## config.mk

```make
export PLATFORM = sky130hd
export DESIGN_NAME = sgc_forward_ctrl
export DESIGN_NICKNAME = d
export VERILOG_FILES = /design/src/verilog/sgc_size_limit.v /design/src/verilog/sgc_forward_ctrl.v
export VERILOG_INCLUDE_DIRS = /design/src /design/src/verilog
export SDC_FILE = /design/constraint.sdc
export NUM_CORES = 1
export LEC_CHECK = 0
export BUFFER_PORTS_ARGS = -buffer_cell sky130_fd_sc_hd__buf_4
export CAP_MARGIN = 20
export CORE_UTILIZATION = 40
export DETAILED_ROUTE_END_ITERATION = 6
export GPL_TIMING_DRIVEN = 0
export PLACE_DENSITY_LB_ADDON = 0.25
export SLEW_MARGIN = 10
export SYNTH_ARGS = -nofsm -noshare
export SYNTH_HDL_FRONTEND = slang
export SYNTH_HIERARCHICAL = 1
export SYNTH_SLANG_ARGS = --single-unit
```

## constraint.sdc

```tcl
create_clock -name i_clk -period 3.6 [get_ports i_clk]
set_input_delay 0.36 -clock i_clk [delete_from_list [all_inputs] [get_ports i_clk]]
set_output_delay 0.36 -clock i_clk [all_outputs]
set_load 0.01 [all_outputs]
```

## src/verilog/sgc_defs.vh

```
// Constants for the switch global forwarding control register pair.
// Definitions only; included by the register bank and its size checker.
`ifndef SGC_DEFS_VH
`define SGC_DEFS_VH

// ==========================================================
// Register indices and byte addresses (byte address = 4 * index)
`define SGC_IDX_CTRL_B 8'h04
`define SGC_IDX_CTRL_C 8'h05
`define SGC_ADDR_W 8
`define SGC_ADDR_CTRL_B 8'h10
`define SGC_ADDR_CTRL_C 8'h14

// ==========================================================
// Control B field positions
`define SGC_B_VLAN_MISMATCH_DISCARD 7
`define SGC_B_MCAST_STORM_DIS 6
`define SGC_B_BP_CARRIER_MODE 5
`define SGC_B_FAIR_MODE 4
`define SGC_B_NO_COLL_DROP 3
`define SGC_B_HUGE_FRAME 2
`define SGC_B_LEGAL_MAX_DIS 1
`define SGC_B_PRIO_BUF_RESERVE 0

// ==========================================================
// Control C field positions; only bits 7:6 live here, the rest read zero
`define SGC_C_VLAN_ENABLE 7
`define SGC_C_IGMP_SNOOP 6
`define SGC_C_IMPL_MASK 8'hC0

// ==========================================================
// Reset values, strap bits are merged in at reset
`define SGC_B_RESET_FIXED 8'hF0
`define SGC_C_RESET 8'h00

// ==========================================================
// Frame limits in bytes and related figures
`define SGC_LEN_W 11
`define SGC_LEN_HUGE 11'h77C
`define SGC_LEN_RELAXED 11'h600
`define SGC_LEN_TAGGED 11'h5F2
`define SGC_LEN_UNTAGGED 11'h5EE
`define SGC_COLL_W 5
`define SGC_COLL_LIMIT 5'h10
`define SGC_HP_RESERVE 6'h30
`define SGC_HP_NONE 6'h00

`endif

```

## src/verilog/sgc_size_limit.v

```verilog
// Frame size limit selection and length check for the forwarding control bank.
// Assumes length, tag and special-tag qualifiers are stable while checked.
`timescale 1ns/10ps
`include "sgc_defs.vh"

module sgc_size_limit #(
	parameter LEN_W = `SGC_LEN_W
) (
	// Settings
	input wire i_huge,
	input wire i_legal_dis,
	// Frame attributes
	input wire [LEN_W-1:0] i_len,
	input wire i_tagged,
	input wire i_special_cpu_to_port,
	// Result
	output reg [LEN_W-1:0] o_limit,
	output wire o_too_long
);

	// ==========================================================
	// Limit selection
	always @* begin
		if (i_huge) begin
			o_limit = `SGC_LEN_HUGE;
		end else if (i_legal_dis) begin
			o_limit = `SGC_LEN_RELAXED;
		end else if (i_tagged && !i_special_cpu_to_port) begin
			o_limit = `SGC_LEN_TAGGED;
		end else if (i_tagged) begin
			// Special-tagged CPU frames carry an extra tag, so use the relaxed limit
			o_limit = `SGC_LEN_RELAXED;
		end else begin
			o_limit = `SGC_LEN_UNTAGGED;
		end
	end

	// Limits are inclusive
	assign o_too_long = (i_len > o_limit);

endmodule // sgc_size_limit

```

## src/verilog/sgc_forward_ctrl.v

```verilog
// Global forwarding control register pair with its frame policy decisions.
// Assumes an Avalon-MM master on the 40 MHz core clock and synchronous reset;
// frame attributes arrive synchronous and are judged one cycle after i_frm_valid.
//
// The Avalon-MM register port is this design's own decision.
`timescale 1ns/10ps
`include "sgc_defs.vh"

// Behaviour
// Mismatch discard set blocks all port-VLAN crossings, clear lets only known unicast cross.
// Back pressure mode 1 picks carrier-sense based and 0 collision based back pressure.
// Fair mode set drops frames of a non-flow-controlled port sharing a congested destination.
// Fair mode clear throttles the flow-controlled source sharing a congested destination.
// Collision bit set keeps frames after 16 or more collisions, clear drops them.
// With huge frames on, frames up to and including 1916 bytes are accepted.
// The huge frame bit overrides the legal-maximum bit, which alone decides when huge is off.
// Legal-maximum check disabled with huge off accepts frames up to and including 1536 bytes.
// Both size bits clear cap tagged at 1522 and untagged at 1518, CPU special tags exempt.
// Buffer reserve set holds 48 buffers per output queue for high priority, else none.
// VLAN enable set selects tag-based VLAN mode, which needs the VLAN table loaded first.
// With IGMP snoop set every IGMP frame is also forwarded to the switch MII port.
// Reset loads the two strap bits from their pins, the top four bits as ones, the rest zero.
module sgc_forward_ctrl (
	// Clock and reset
	input wire i_clk,
	input wire i_rst,
	// Straps
	input wire i_collision_drop_strap_pin,
	input wire i_max_size_strap_pin,
	// Avalon-MM slave
	input wire [`SGC_ADDR_W-1:0] i_avs_address,
	input wire i_avs_read,
	input wire i_avs_write,
	input wire [31:0] i_avs_writedata,
	input wire [3:0] i_avs_byteenable,
	output reg [31:0] o_avs_readdata,
	output reg o_avs_waitrequest,
	// Frame judgement request
	input wire i_frm_valid,
	input wire [`SGC_LEN_W-1:0] i_frm_len,
	input wire i_frm_tagged,
	input wire i_frm_special_tag,
	input wire i_frm_dest_port14,
	input wire [`SGC_COLL_W-1:0] i_frm_coll_cnt,
	input wire i_frm_known_unicast,
	input wire i_frm_crosses_vlan,
	input wire i_frm_is_igmp,
	input wire i_frm_dest_congested,
	input wire i_frm_src_has_fc,
	input wire i_frm_peer_other_fc,
	// Frame judgement answer
	output reg o_frm_done,
	output reg o_frm_drop_size,
	output reg o_frm_drop_coll,
	output reg o_frm_drop_vlan,
	output reg o_frm_drop_fair,
	output reg o_frm_throttle_src,
	output reg o_frm_copy_to_mii,
	// Static settings toward the datapath
	output reg o_bp_carrier_mode,
	output reg o_mcast_storm_excl,
	output reg [5:0] o_hp_reserve_bufs,
	output reg o_tag_vlan_mode,
	output reg o_igmp_snoop,
	output reg [`SGC_LEN_W-1:0] o_max_len_untagged
);

	// ==========================================================
	// Register storage
	reg [7:0] ctrl_b_reg;
	reg [7:0] ctrl_b_next;
	reg [7:0] ctrl_c_reg;
	reg [7:0] ctrl_c_next;
	reg [31:0] rdata_next;
	reg wait_next;

	wire bus_req;
	wire hit_b;
	wire hit_c;
	wire commit;

	assign bus_req = i_avs_read | i_avs_write;
	assign hit_b = (i_avs_address == `SGC_ADDR_CTRL_B);
	assign hit_c = (i_avs_address == `SGC_ADDR_CTRL_C);
	// Write lands at the edge where the master sees waitrequest low
	assign commit = i_avs_write & ~o_avs_waitrequest;

	// ==========================================================
	// Bus handshake: one wait cycle, then a single low cycle
	always @* begin
		wait_next = 1'b1;
		rdata_next = o_avs_readdata;
		if (bus_req && o_avs_waitrequest) begin
			wait_next = 1'b0;
			rdata_next = 32'h0000_0000;
			if (hit_b) begin
				rdata_next = {24'h00_0000, ctrl_b_reg};
			end else if (hit_c) begin
				rdata_next = {24'h00_0000, ctrl_c_reg & `SGC_C_IMPL_MASK};
			end
		end
	end

	always @* begin
		ctrl_b_next = ctrl_b_reg;
		ctrl_c_next = ctrl_c_reg;
		if (commit && i_avs_byteenable[0]) begin
			if (hit_b) begin
				ctrl_b_next = i_avs_writedata[7:0];
			end
			if (hit_c) begin
				// Unimplemented bits of C are kept at zero
				ctrl_c_next = i_avs_writedata[7:0] & `SGC_C_IMPL_MASK;
			end
		end
	end

	always @(posedge i_clk) begin
		if (i_rst) begin
			// Straps are sampled throughout reset; the last value wins
			ctrl_b_reg <= `SGC_B_RESET_FIXED;
			ctrl_b_reg[`SGC_B_NO_COLL_DROP] <= i_collision_drop_strap_pin;
			ctrl_b_reg[`SGC_B_LEGAL_MAX_DIS] <= i_max_size_strap_pin;
			ctrl_c_reg <= `SGC_C_RESET;
			o_avs_waitrequest <= 1'b1;
			o_avs_readdata <= 32'h0000_0000;
		end else begin
			ctrl_b_reg <= ctrl_b_next;
			ctrl_c_reg <= ctrl_c_next;
			o_avs_waitrequest <= wait_next;
			o_avs_readdata <= rdata_next;
		end
	end

	// ==========================================================
	// Field aliases
	wire vlan_discard_all;
	wire mcast_storm_dis;
	wire bp_carrier;
	wire fair_mode;
	wire no_coll_drop;
	wire huge_on;
	wire legal_dis;
	wire prio_reserve;
	wire vlan_en;
	wire igmp_en;

	assign vlan_discard_all = ctrl_b_reg[`SGC_B_VLAN_MISMATCH_DISCARD];
	assign mcast_storm_dis = ctrl_b_reg[`SGC_B_MCAST_STORM_DIS];
	assign bp_carrier = ctrl_b_reg[`SGC_B_BP_CARRIER_MODE];
	assign fair_mode = ctrl_b_reg[`SGC_B_FAIR_MODE];
	assign no_coll_drop = ctrl_b_reg[`SGC_B_NO_COLL_DROP];
	assign huge_on = ctrl_b_reg[`SGC_B_HUGE_FRAME];
	assign legal_dis = ctrl_b_reg[`SGC_B_LEGAL_MAX_DIS];
	assign prio_reserve = ctrl_b_reg[`SGC_B_PRIO_BUF_RESERVE];
	assign vlan_en = ctrl_c_reg[`SGC_C_VLAN_ENABLE];
	assign igmp_en = ctrl_c_reg[`SGC_C_IGMP_SNOOP];

	// ==========================================================
	// Size checks: one for the frame, one for the untagged limit report
	wire size_too_long;
	wire [`SGC_LEN_W-1:0] frame_limit;
	wire [`SGC_LEN_W-1:0] untagged_limit;

	sgc_size_limit #(
		.LEN_W(`SGC_LEN_W)
	) u_frame_check (
		.i_huge(huge_on),
		.i_legal_dis(legal_dis),
		.i_len(i_frm_len),
		.i_tagged(i_frm_tagged),
		.i_special_cpu_to_port(i_frm_special_tag & i_frm_dest_port14),
		.o_limit(frame_limit),
		.o_too_long(size_too_long)
	);

	sgc_size_limit #(
		.LEN_W(`SGC_LEN_W)
	) u_untagged_limit (
		.i_huge(huge_on),
		.i_legal_dis(legal_dis),
		.i_len({`SGC_LEN_W{1'b0}}),
		.i_tagged(1'b0),
		.i_special_cpu_to_port(1'b0),
		.o_limit(untagged_limit),
		.o_too_long()
	);

	// ==========================================================
	// Frame decisions
	reg drop_vlan_next;
	reg drop_coll_next;
	reg drop_fair_next;
	reg throttle_next;
	reg shared_dest;

	always @* begin
		// Crossing is judged only when the lookup says it crosses
		drop_vlan_next = 1'b0;
		if (i_frm_crosses_vlan) begin
			drop_vlan_next = vlan_discard_all | ~i_frm_known_unicast;
		end
		drop_coll_next = ~no_coll_drop & (i_frm_coll_cnt >= `SGC_COLL_LIMIT);
		// Conflict only when one side uses flow control and the other does not
		shared_dest = i_frm_dest_congested & (i_frm_src_has_fc ^ i_frm_peer_other_fc);
		drop_fair_next = 1'b0;
		throttle_next = 1'b0;
		if (shared_dest) begin
			if (fair_mode) begin
				drop_fair_next = ~i_frm_src_has_fc;
			end else begin
				throttle_next = i_frm_src_has_fc;
			end
		end
	end

	always @(posedge i_clk) begin
		if (i_rst) begin
			o_frm_done <= 1'b0;
			o_frm_drop_size <= 1'b0;
			o_frm_drop_coll <= 1'b0;
			o_frm_drop_vlan <= 1'b0;
			o_frm_drop_fair <= 1'b0;
			o_frm_throttle_src <= 1'b0;
			o_frm_copy_to_mii <= 1'b0;
		end else begin
			o_frm_done <= i_frm_valid;
			if (i_frm_valid) begin
				o_frm_drop_size <= size_too_long;
				o_frm_drop_coll <= drop_coll_next;
				o_frm_drop_vlan <= drop_vlan_next;
				o_frm_drop_fair <= drop_fair_next;
				o_frm_throttle_src <= throttle_next;
				o_frm_copy_to_mii <= igmp_en & i_frm_is_igmp;
			end
		end
	end

	// ==========================================================
	// Static settings, registered so the datapath sees clean levels
	always @(posedge i_clk) begin
		if (i_rst) begin
			o_bp_carrier_mode <= 1'b1;
			o_mcast_storm_excl <= 1'b1;
			o_hp_reserve_bufs <= `SGC_HP_NONE;
			o_tag_vlan_mode <= 1'b0;
			o_igmp_snoop <= 1'b0;
			o_max_len_untagged <= `SGC_LEN_UNTAGGED;
		end else begin
			o_bp_carrier_mode <= bp_carrier;
			o_mcast_storm_excl <= mcast_storm_dis;
			o_hp_reserve_bufs <= prio_reserve ? `SGC_HP_RESERVE : `SGC_HP_NONE;
			// The VLAN table must be loaded by software before setting this
			o_tag_vlan_mode <= vlan_en;
			o_igmp_snoop <= igmp_en;
			o_max_len_untagged <= untagged_limit;
		end
	end

endmodule // sgc_forward_ctrl

```

==> flow_summary.ini, run 1 <==
[run_status]
status = complete, no violations

[place]
portBuffers = 76
hpwlAfterDp_um = 3627
gp_congestion = 0.7767

[timing]
setup_viol = 0
hold_viol = 0
max_slew_margin = 0.6097
skew_ns = 0.01298
min_period_ns = 2.389
post-route-period-util = 0.6635
setup-tns-final_ns = 0
worst_pin_slew_ns = 0.5816
max_freq_ghz = 0.4186
drv_slew = 0
grt_setup_unrepaired = false

[drt]
finalWirelength_um = 4645
num_vias = 1820
drtAntennaViolNets = 0
drc_errors = 0
first_iter_violations = 38
wire_per_inst_um = 10.96
first_pass_iters = 4
vias_per_cell = 4.292

[cells_and_area]
syn2layout_area_growth_pct = 42.64
nNetsFinal = 438
diodes = 0
layout_commonest_cell = buf_4
largest_reg_flops = 11
n_fill_cell = 469
final_cell_mix = buf_4 (111), dfxtp_1 (40), conb_1 (38)
drive_above_1_share = 0.3842
utilization = 0.5933

[synthesis]
yosysWarnings = 6
syn_area_um2 = 2125
netlist_instances = 235
syn_area_per_cell_um2 = 9.041

[critical_path]
timing_worst_setup_path_type = register to register
cp-end-kind = register
cp-start-kind = register
cp_max_fo = 10
reg2reg_slack_ns = 1.21
critPathRequiredTime_ns = 3.77
arrival_ns = 2.56

[clocking]
root_buffer = clkbuf_8
htree_levels = 2
post_cts_resized = 0
clock_latency_ns = 0.30
tritoncts = done
cts_setup_buffers = 0
cts_made_buffers = 5
cts.path.max_buffers = 2
clock-sinks = 42
clkTransAtPathRegs_ns = 0.08
cts_hold_buf = 0

[floorplanning]
die_w_um = 74.88
core.rowCount = 26
core-area_um2 = 5107
start_util = 0.4160
die_height_um = 74.88
die_area_um2 = 5607
io_pins = 137

[grt]
grt_overflow = 0
track_usage = 0.1737
grt_pass1_wl_um = 7155
grt_pass1_vias = 1581
grt_antenna_before_repair = 0
grt_max_degree = 14

[power_and_ir_drop]
p_leak_nw = 1.475
p_per_area_nw_per_um2 = 353.7
ir_worst_vdd_v = 0.0002720

[run]
maxCapViolations = 0

[worst_hold_path]
hold_path.class = input port to register
## worst max-delay path: stages, from the launching register on
cell       delay (ns)
edfxtp_1         0.56
nor2_1           0.09
nor2_1           0.18
o21ai_0          0.11
inv_1            0.12
ha_1             0.27
a211oi_2         0.23
o22ai_1          0.13
a2111oi_2        0.28
nor2_1           0.08
mux2i_1          0.15
nor2_1           0.05
## cell type report
class / instances / area [um2] / area share
buffer: 44 / 305.3 / 0.1007
clock buffer: 7 / 86.33 / 0.02849
clock inverter: 1 / 30.03 / 0.009909
inverter: 11 / 41.29 / 0.01363
multi-input combinational: 173 / 1049 / 0.3460
sequential: 42 / 860.8 / 0.2841
tap: 70 / 87.58 / 0.02890
timing repair buffer: 76 / 570.5 / 0.1883
## power by group
part,internal (W),total [W],switching (W),leakage (nW)
logic,0.000107,0.000195,0.0000881,1.07
clock network,0.000226,0.000387,0.000161,0.0585
registers,0.000482,0.000490,0.00000774,0.346
## through the flow
stage | cell area [um2] | power [W] | hold slack [ns] | std cells | setup slack, ns
after global placement | 2914 | 0.0006903 | 0.4358 | 416 | 1.239
final | 3030 | 0.001072 | 0.3192 | 424 | 1.211
after CTS | 3030 | 0.001076 | 0.3159 | 424 | 1.198
after floorplan | 2256 | 0.0006179 | 0.4134 | 270 | 1.544
after detailed placement | 2914 | 0.0006937 | 0.4378 | 416 | 1.243
after global routing | 3030 | 0.001121 | 0.3226 | 424 | 0.9500
## final timing paths
kind         cells past startpoint          startpoint                end
max                             11       ctrl_b_reg[1]    o_frm_drop_size
min                              3  i_avs_writedata[4]      ctrl_b_reg[4]
max reg2reg                     11       ctrl_b_reg[1]    o_frm_drop_size
min reg2reg                      2   o_avs_readdata[2]  o_avs_readdata[2]
## per-layer routing
| metal | part of all wire | vias up | wire (um) | global-route usage |
|---|---|---|---|---|
| met5 | 0 | - | 0 | 0 |
| met4 | 0.028 | 0 | 129 | 0.08386 |
| met3 | 0.058 | 11 | 268 | 0.05489 |
| met2 | 0.46 | 62 | 2132 | 0.2803 |
| met1 | 0.46 | 794 | 2115 | 0.2099 |
| li1 | - | 953 | - | - |
Power figures use the tool's default switching activity.
==> run 2, diff against run 1 <==
==> constraint.sdc (replaced) <==
create_clock -name i_clk -period 2.3 [get_ports i_clk]
set_input_delay 0.23 -clock i_clk [delete_from_list [all_inputs] [get_ports i_clk]]
set_output_delay 0.23 -clock i_clk [all_outputs]
set_load 0.01 [all_outputs]
==> run 2 against run 1 <==
Compared with the run above:
- combinational power increased by 68%
- setup slack got worse by 1.1 ns
- fmax increased by 9.8%
- worst hold slack got worse by 0.13 ns
- via count increased by 1.3%
- non-clock buffer count increased by 3
- sequential share of layout area decreased by 0.47 points
- flip-flop and latch count unchanged
- register-to-register slack got worse by 1.1 ns
- power increased by 58%
- clock power increased by 57%
- critical path depth decreased by 1
==> flow_summary.ini, run 2 (synthesis results as in run 1) <==
[power_and_ir_drop]
switching_power_w = 0.0004089
swShare = 0.2409
p_leak_nw = 1.492
p_total_w = 0.001697
combPwrFrac = 0.193
seqPwrFrac = 0.450
pwr-share-clk = 0.357
ir_worst_vdd_v = 0.0004256
intPower_w = 0.001288
p_per_area_nw_per_um2 = 550.0

[clocking]
clock-sinks = 42
htree_levels = 2
cts_hold_buf = 0
clkTransAtPathRegs_ns = 0.08
root_buffer = clkbuf_8
clock_latency_ns = 0.30
tritoncts = done
cts_made_buffers = 5
cts.path.max_buffers = 2

[run]
maxCapViolations = 0

[drt]
drtAntennaViolNets = 0
wire_per_inst_um = 11.10
first_iter_violations = 41
finalWirelength_um = 4740
vias_per_cell = 4.316
drc_errors = 0
first_pass_iters = 4
num_vias = 1843

[critical_path]
slowest_delay_ns = 0.43
crit_path_top_delay_cell = edfxtp_1
worstPathCellList = buf_4 > o21ai_1 > inv_1 > buf_4 > ha_1 > nand4_1 > o41ai_1 > nor2_1 > mux2i_1 > nor2_1
arrival_ns = 2.34
critPathRequiredTime_ns = 2.47
cp-start-kind = register
cp-end-kind = register
timing_worst_setup_path_type = register to register
cp_max_fo = 3
worst-path-buf-inv = 3
crit_family = compound AO/OA/AOI/OAI gates

[cells_and_area]
final_cell_mix = buf_4 (114), dfxtp_1 (39), conb_1 (38)
multiInputGateArea_um2 = 1080
diodes = 0
largest_reg_flops = 11
layout.cells.non_filler = 427
regArea_um2 = 862.1
drive_above_1_share = 0.4034
n_fill_cell = 464
nNetsFinal = 441
layout_commonest_cell = buf_4
syn2layout_area_growth_pct = 45.23

[floorplanning]
io_pins = 137
die_area_um2 = 5607
die_height_um = 74.88
core-area_um2 = 5107
start_util = 0.4160
core.rowCount = 26
die_w_um = 74.88

[place]
hpwlAfterDp_um = 3627
portBuffers = 76
gp_congestion = 0.7767
dp_cells = 416

[timing]
worst_pin_slew_ns = 0.5816
post-route-period-util = 0.9457
setup-tns-final_ns = 0
skew_ns = 0.01299
setup_viol = 0
min_period_ns = 2.175
hold_viol = 0
max_slew_margin = 0.6097
drv_slew = 0
max_freq_ghz = 0.4597

[grt]
grt_overflow = 0
grt_antenna_before_repair = 0
grt_pass1_wl_um = 7182
grt_pass1_vias = 1574
grt_max_degree = 14
track_usage = 0.1745

[run_status]
status = complete, no violations

[worst_hold_path]
hold_path.class = input port to register
[run 2: what timing repair did]
action | in CTS | in global routing
resized for setup | 0 | 7
setup buffers | 2 | 1
pin swaps | 0 | 5
endpoints found under the setup margin | 1 | 1
[run 2: stage by stage]
stage | util | cell area [um2] | hold slack, ns | setup slack, ns
3_3_place_gp | 0.5706 | 2914 | 0.4358 | -0.06084
6_report | 0.6041 | 3085 | 0.1887 | 0.1248
4_1_cts | 0.5963 | 3045 | 0.1859 | 0.05615
5_1_grt | 0.6041 | 3085 | 0.1926 | -0.01052
3_5_place_dp | 0.5706 | 2914 | 0.4378 | -0.05679
2_1_floorplan | - | 2256 | 0.3857 | 0.2445
[run 2: final timing paths]
path                            depth (start not counted)                end                from  slack [ns]
worst max register to register                         10    o_frm_drop_size       ctrl_b_reg[1]        0.12
worst min register to register                          2  o_avs_readdata[2]   o_avs_readdata[2]        0.46
worst min-delay path                                    3      ctrl_b_reg[4]  i_avs_writedata[4]        0.19
worst max-delay path                                   10    o_frm_drop_size       ctrl_b_reg[1]        0.12
[run 2: final cells by class]
| cell class | instances | area share |
|---|---|---|
| tap | 70 | 0.02839 |
| buffer | 44 | 0.09895 |
| clock inverter | 1 | 0.009732 |
| timing repair buffer | 79 | 0.1922 |
| inverter | 11 | 0.01338 |
| clock buffer | 7 | 0.02798 |
| multi-input combinational | 173 | 0.3500 |
| sequential | 42 | 0.2794 |
[run 2: worst reg2reg max path, stage by stage (launching register included)]
cell and delay (ns):
edfxtp_1 0.43, buf_4 0.17, o21ai_1 0.13, inv_1 0.09, buf_4 0.15, ha_1 0.30, nand4_1 0.13, o41ai_1 0.37
nor2_1 0.07, mux2i_1 0.15, nor2_1 0.05
[run 2: power by group through the flow]
stage | logic, W | clock network, W | registers, W
2_1_floorplan | 0.000177 | 0 | 0.000790
5_1_grt | 0.000364 | 0.000646 | 0.000766
3_5_place_dp | 0.000302 | 0 | 0.000783
6_report | 0.000328 | 0.000606 | 0.000763
4_1_cts | 0.000310 | 0.000614 | 0.000763
3_3_place_gp | 0.000297 | 0 | 0.000783
[run 2: metal layers]
layer / part of all wire / track usage
met1: 0.45 / 0.2099
met2: 0.48 / 0.2863
met3: 0.055 / 0.05489
met4: 0.023 / 0.07757
met5: 0 / 0
==> run 3, diff against run 2 <==
--- a/config.mk
+++ b/config.mk
@@ -6,14 +6,13 @@
 export SDC_FILE = /design/constraint.sdc
 export NUM_CORES = 1
 export LEC_CHECK = 0
-export BUFFER_PORTS_ARGS = -buffer_cell sky130_fd_sc_hd__buf_4
 export CAP_MARGIN = 20
 export CORE_UTILIZATION = 40
 export DETAILED_ROUTE_END_ITERATION = 6
+export DONT_BUFFER_PORTS = 1
 export GPL_TIMING_DRIVEN = 0
 export PLACE_DENSITY_LB_ADDON = 0.25
 export SLEW_MARGIN = 10
 export SYNTH_ARGS = -nofsm -noshare
 export SYNTH_HDL_FRONTEND = slang
-export SYNTH_HIERARCHICAL = 1
 export SYNTH_SLANG_ARGS = --single-unit
==> run 3 against run 2 <==
Compared with the run above:
- sequential share of layout area up 6.8 points
- critical path depth down 3
- power down 27%
- clock skew down 0.0066 ns
- area after synthesis down 15%
- critical path type unchanged
- highest routed layer unchanged
==> flow_summary.ini, run 3 <==
[clocking]
root_buffer = clkbuf_8
htree_levels = 2
clkTransAtPathRegs_ns = 0.08
clock_latency_ns = 0.28
cts_made_buffers = 5
clock-sinks = 35
tritoncts = done
cts.path.max_buffers = 2
cts_setup_buffers = 0

[grt]
track_usage = 0.1465
grt_max_degree = 13
grt_antenna_before_repair = 0
grt_pass1_wl_um = 5513
grt_pass1_vias = 1184
grt_overflow = 0

[run]
maxCapViolations = 0

[power_and_ir_drop]
ir_worst_vdd_v = 0.0002133
p_per_area_nw_per_um2 = 598.9
p_leak_nw = 0.9311

[place]
portBuffers = 0
gp_congestion = 0.7133
dp_cells = 275
hpwlAfterDp_um = 2777

[floorplanning]
die_w_um = 69.30
die_height_um = 69.30
core-area_um2 = 4354
start_util = 0.4161
io_pins = 137
core.rowCount = 24
die_area_um2 = 4802

[synthesis]
yosys.cell_types.count = 38
seq_area_frac_synth = 0.3978
synth_xor_area_frac = 0
syn_area_um2 = 1812
yosysWarnings = 0
netlist_top_cells_area = dfxtp_1 (36%), buf_4 (15%), ha_1 (6.2%)
synth_edf_count = 2
netlist_instances = 195
synth.most_common_cell = buf_4
synth-seq-cells = 35
synthMuxAreaShare = 0.04006
syn_area_per_cell_um2 = 9.291
yosysTopAreaCell = dfxtp_1
synth_top_area_frac = 0.3646
synth-simple-area-share = 0.1948
ys_async_sr_fraction = 0
synthAdderAreaFrac = 0.06215
yosys-top-cells-count = buf_4 (36), dfxtp_1 (33), nor2_1 (18)
synth_top_family_by_area = simple AND/OR/NAND/NOR gates
synth_compound_area_frac = 0.1167
synth-main-ff-cell = dfxtp_1

[timing]
hold_ws_ns = 0.06066
min_period_ns = 2.094
max_freq_ghz = 0.4775
post-route-period-util = 0.9105
setup_viol = 0
setup-tns-final_ns = 0
grt_setup_unrepaired = false
worst_pin_slew_ns = 0.5195
skew_ns = 0.006432
hold_viol = 0
max_slew_margin = 0.6518
drv_slew = 0

[drt]
vias_per_cell = 4.647
num_vias = 1315
drc_errors = 0
first_pass_iters = 4
wire_per_inst_um = 12.26
drtAntennaViolNets = 0
first_iter_violations = 62
finalWirelength_um = 3469

[critical_path]
arrival_ns = 2.25
cp-end-kind = register
slowest_delay_ns = 0.50
cp_max_fo = 7
critPathRequiredTime_ns = 2.46
worstPathCellList = nor2_1 > nor3_1 > ha_1 > nand4_1 > or4_1 > nand3_1 > o32ai_1
crit_path_top_delay_cell = edfxtp_1
cp-start-kind = register
crit_family = simple AND/OR/NAND/NOR gates
worst-path-buf-inv = 0
timing_worst_setup_path_type = register to register

[run_status]
status = complete, no violations

[cells_and_area]
nNetsFinal = 315
layout.cells.non_filler = 283
syn2layout_area_growth_pct = 14.64
final_cell_mix = buf_4 (36), dfxtp_1 (33), conb_1 (30)
layout_commonest_cell = buf_4
diodes = 0
drive_above_1_share = 0.2554

[worst_hold_path]
hold_path.class = input port to register
## run 3: final cells by class
class	count	area [um2]
fillers	428	2277
multi-input cells	137	868.3
flip-flops and latches	35	720.7
plain buffers	44	307.8
clock buffers	5	68.82
well taps	52	65.06
inverters	7	26.28
clock inverters	3	20.02
## run 3: power by group
group	total (W)	internal, W	switching, W	leakage [nW]
sequential	0.000638	0.000624	0.0000143	0.287
clock	0.000436	0.000211	0.000225	0.0402
combinational	0.000170	0.0000828	0.0000876	0.604
total	0.00124	0.000917	0.000327	0.931
## run 3: kinds of logic (layout without fill, tap and decap cells)
| kind of cell | count (synthesis) | in the layout |
|---|---|---|
| other cells | 2 | 30 |
| buf+inv | 51 | 59 |
| fa+ha+maj | 9 | 9 |
| simple gates | 61 | 61 |
| flops | 35 | 35 |
| compound gates | 30 | 30 |
| mux | 7 | 7 |
## run 3: path summary, 6_finish.rpt
check / from / endpoint / slack, ns / cells after the start
hold reg to reg: ctrl_b_reg[6] / o_mcast_storm_excl / 0.47 / 1
setup / recovery: ctrl_b_reg[1] / o_frm_drop_size / 0.21 / 7
hold / removal: i_avs_writedata[5] / ctrl_b_reg[5] / 0.06 / 1
setup reg to reg: ctrl_b_reg[1] / o_frm_drop_size / 0.21 / 7
## run 3: through the flow
stage | total power, W | setup WS, ns | instance area (um2) | utilization
3_5_place_dp | 0.0008213 | 0.1445 | 1982 | 0.4552
5_1_grt | 0.001305 | 0.02964 | 2077 | 0.4770
6_report | 0.001244 | 0.2059 | 2077 | 0.4770
4_1_cts | 0.001258 | 0.1251 | 2071 | 0.4756
3_3_place_gp | 0.0008174 | 0.1608 | 1982 | 0.4552
2_1_floorplan | 0.0007979 | 0.3711 | 1917 | -
## run 3: what timing repair did
item | CTS | global route
hold buffers | 0 | 0
gates resized for setup | 0 | 1
hold endpoints to repair | 0 | 0
endpoints found under the setup margin | 0 | 1
## run 3: per-layer routing
metal | share of wire | track usage | vias to the layer above
met5 | 0 | 0 | -
met4 | 0.014 | 0.06576 | 0
met3 | 0.088 | 0.05087 | 4
met2 | 0.45 | 0.2276 | 69
met1 | 0.45 | 0.1826 | 570
li1 | - | - | 672
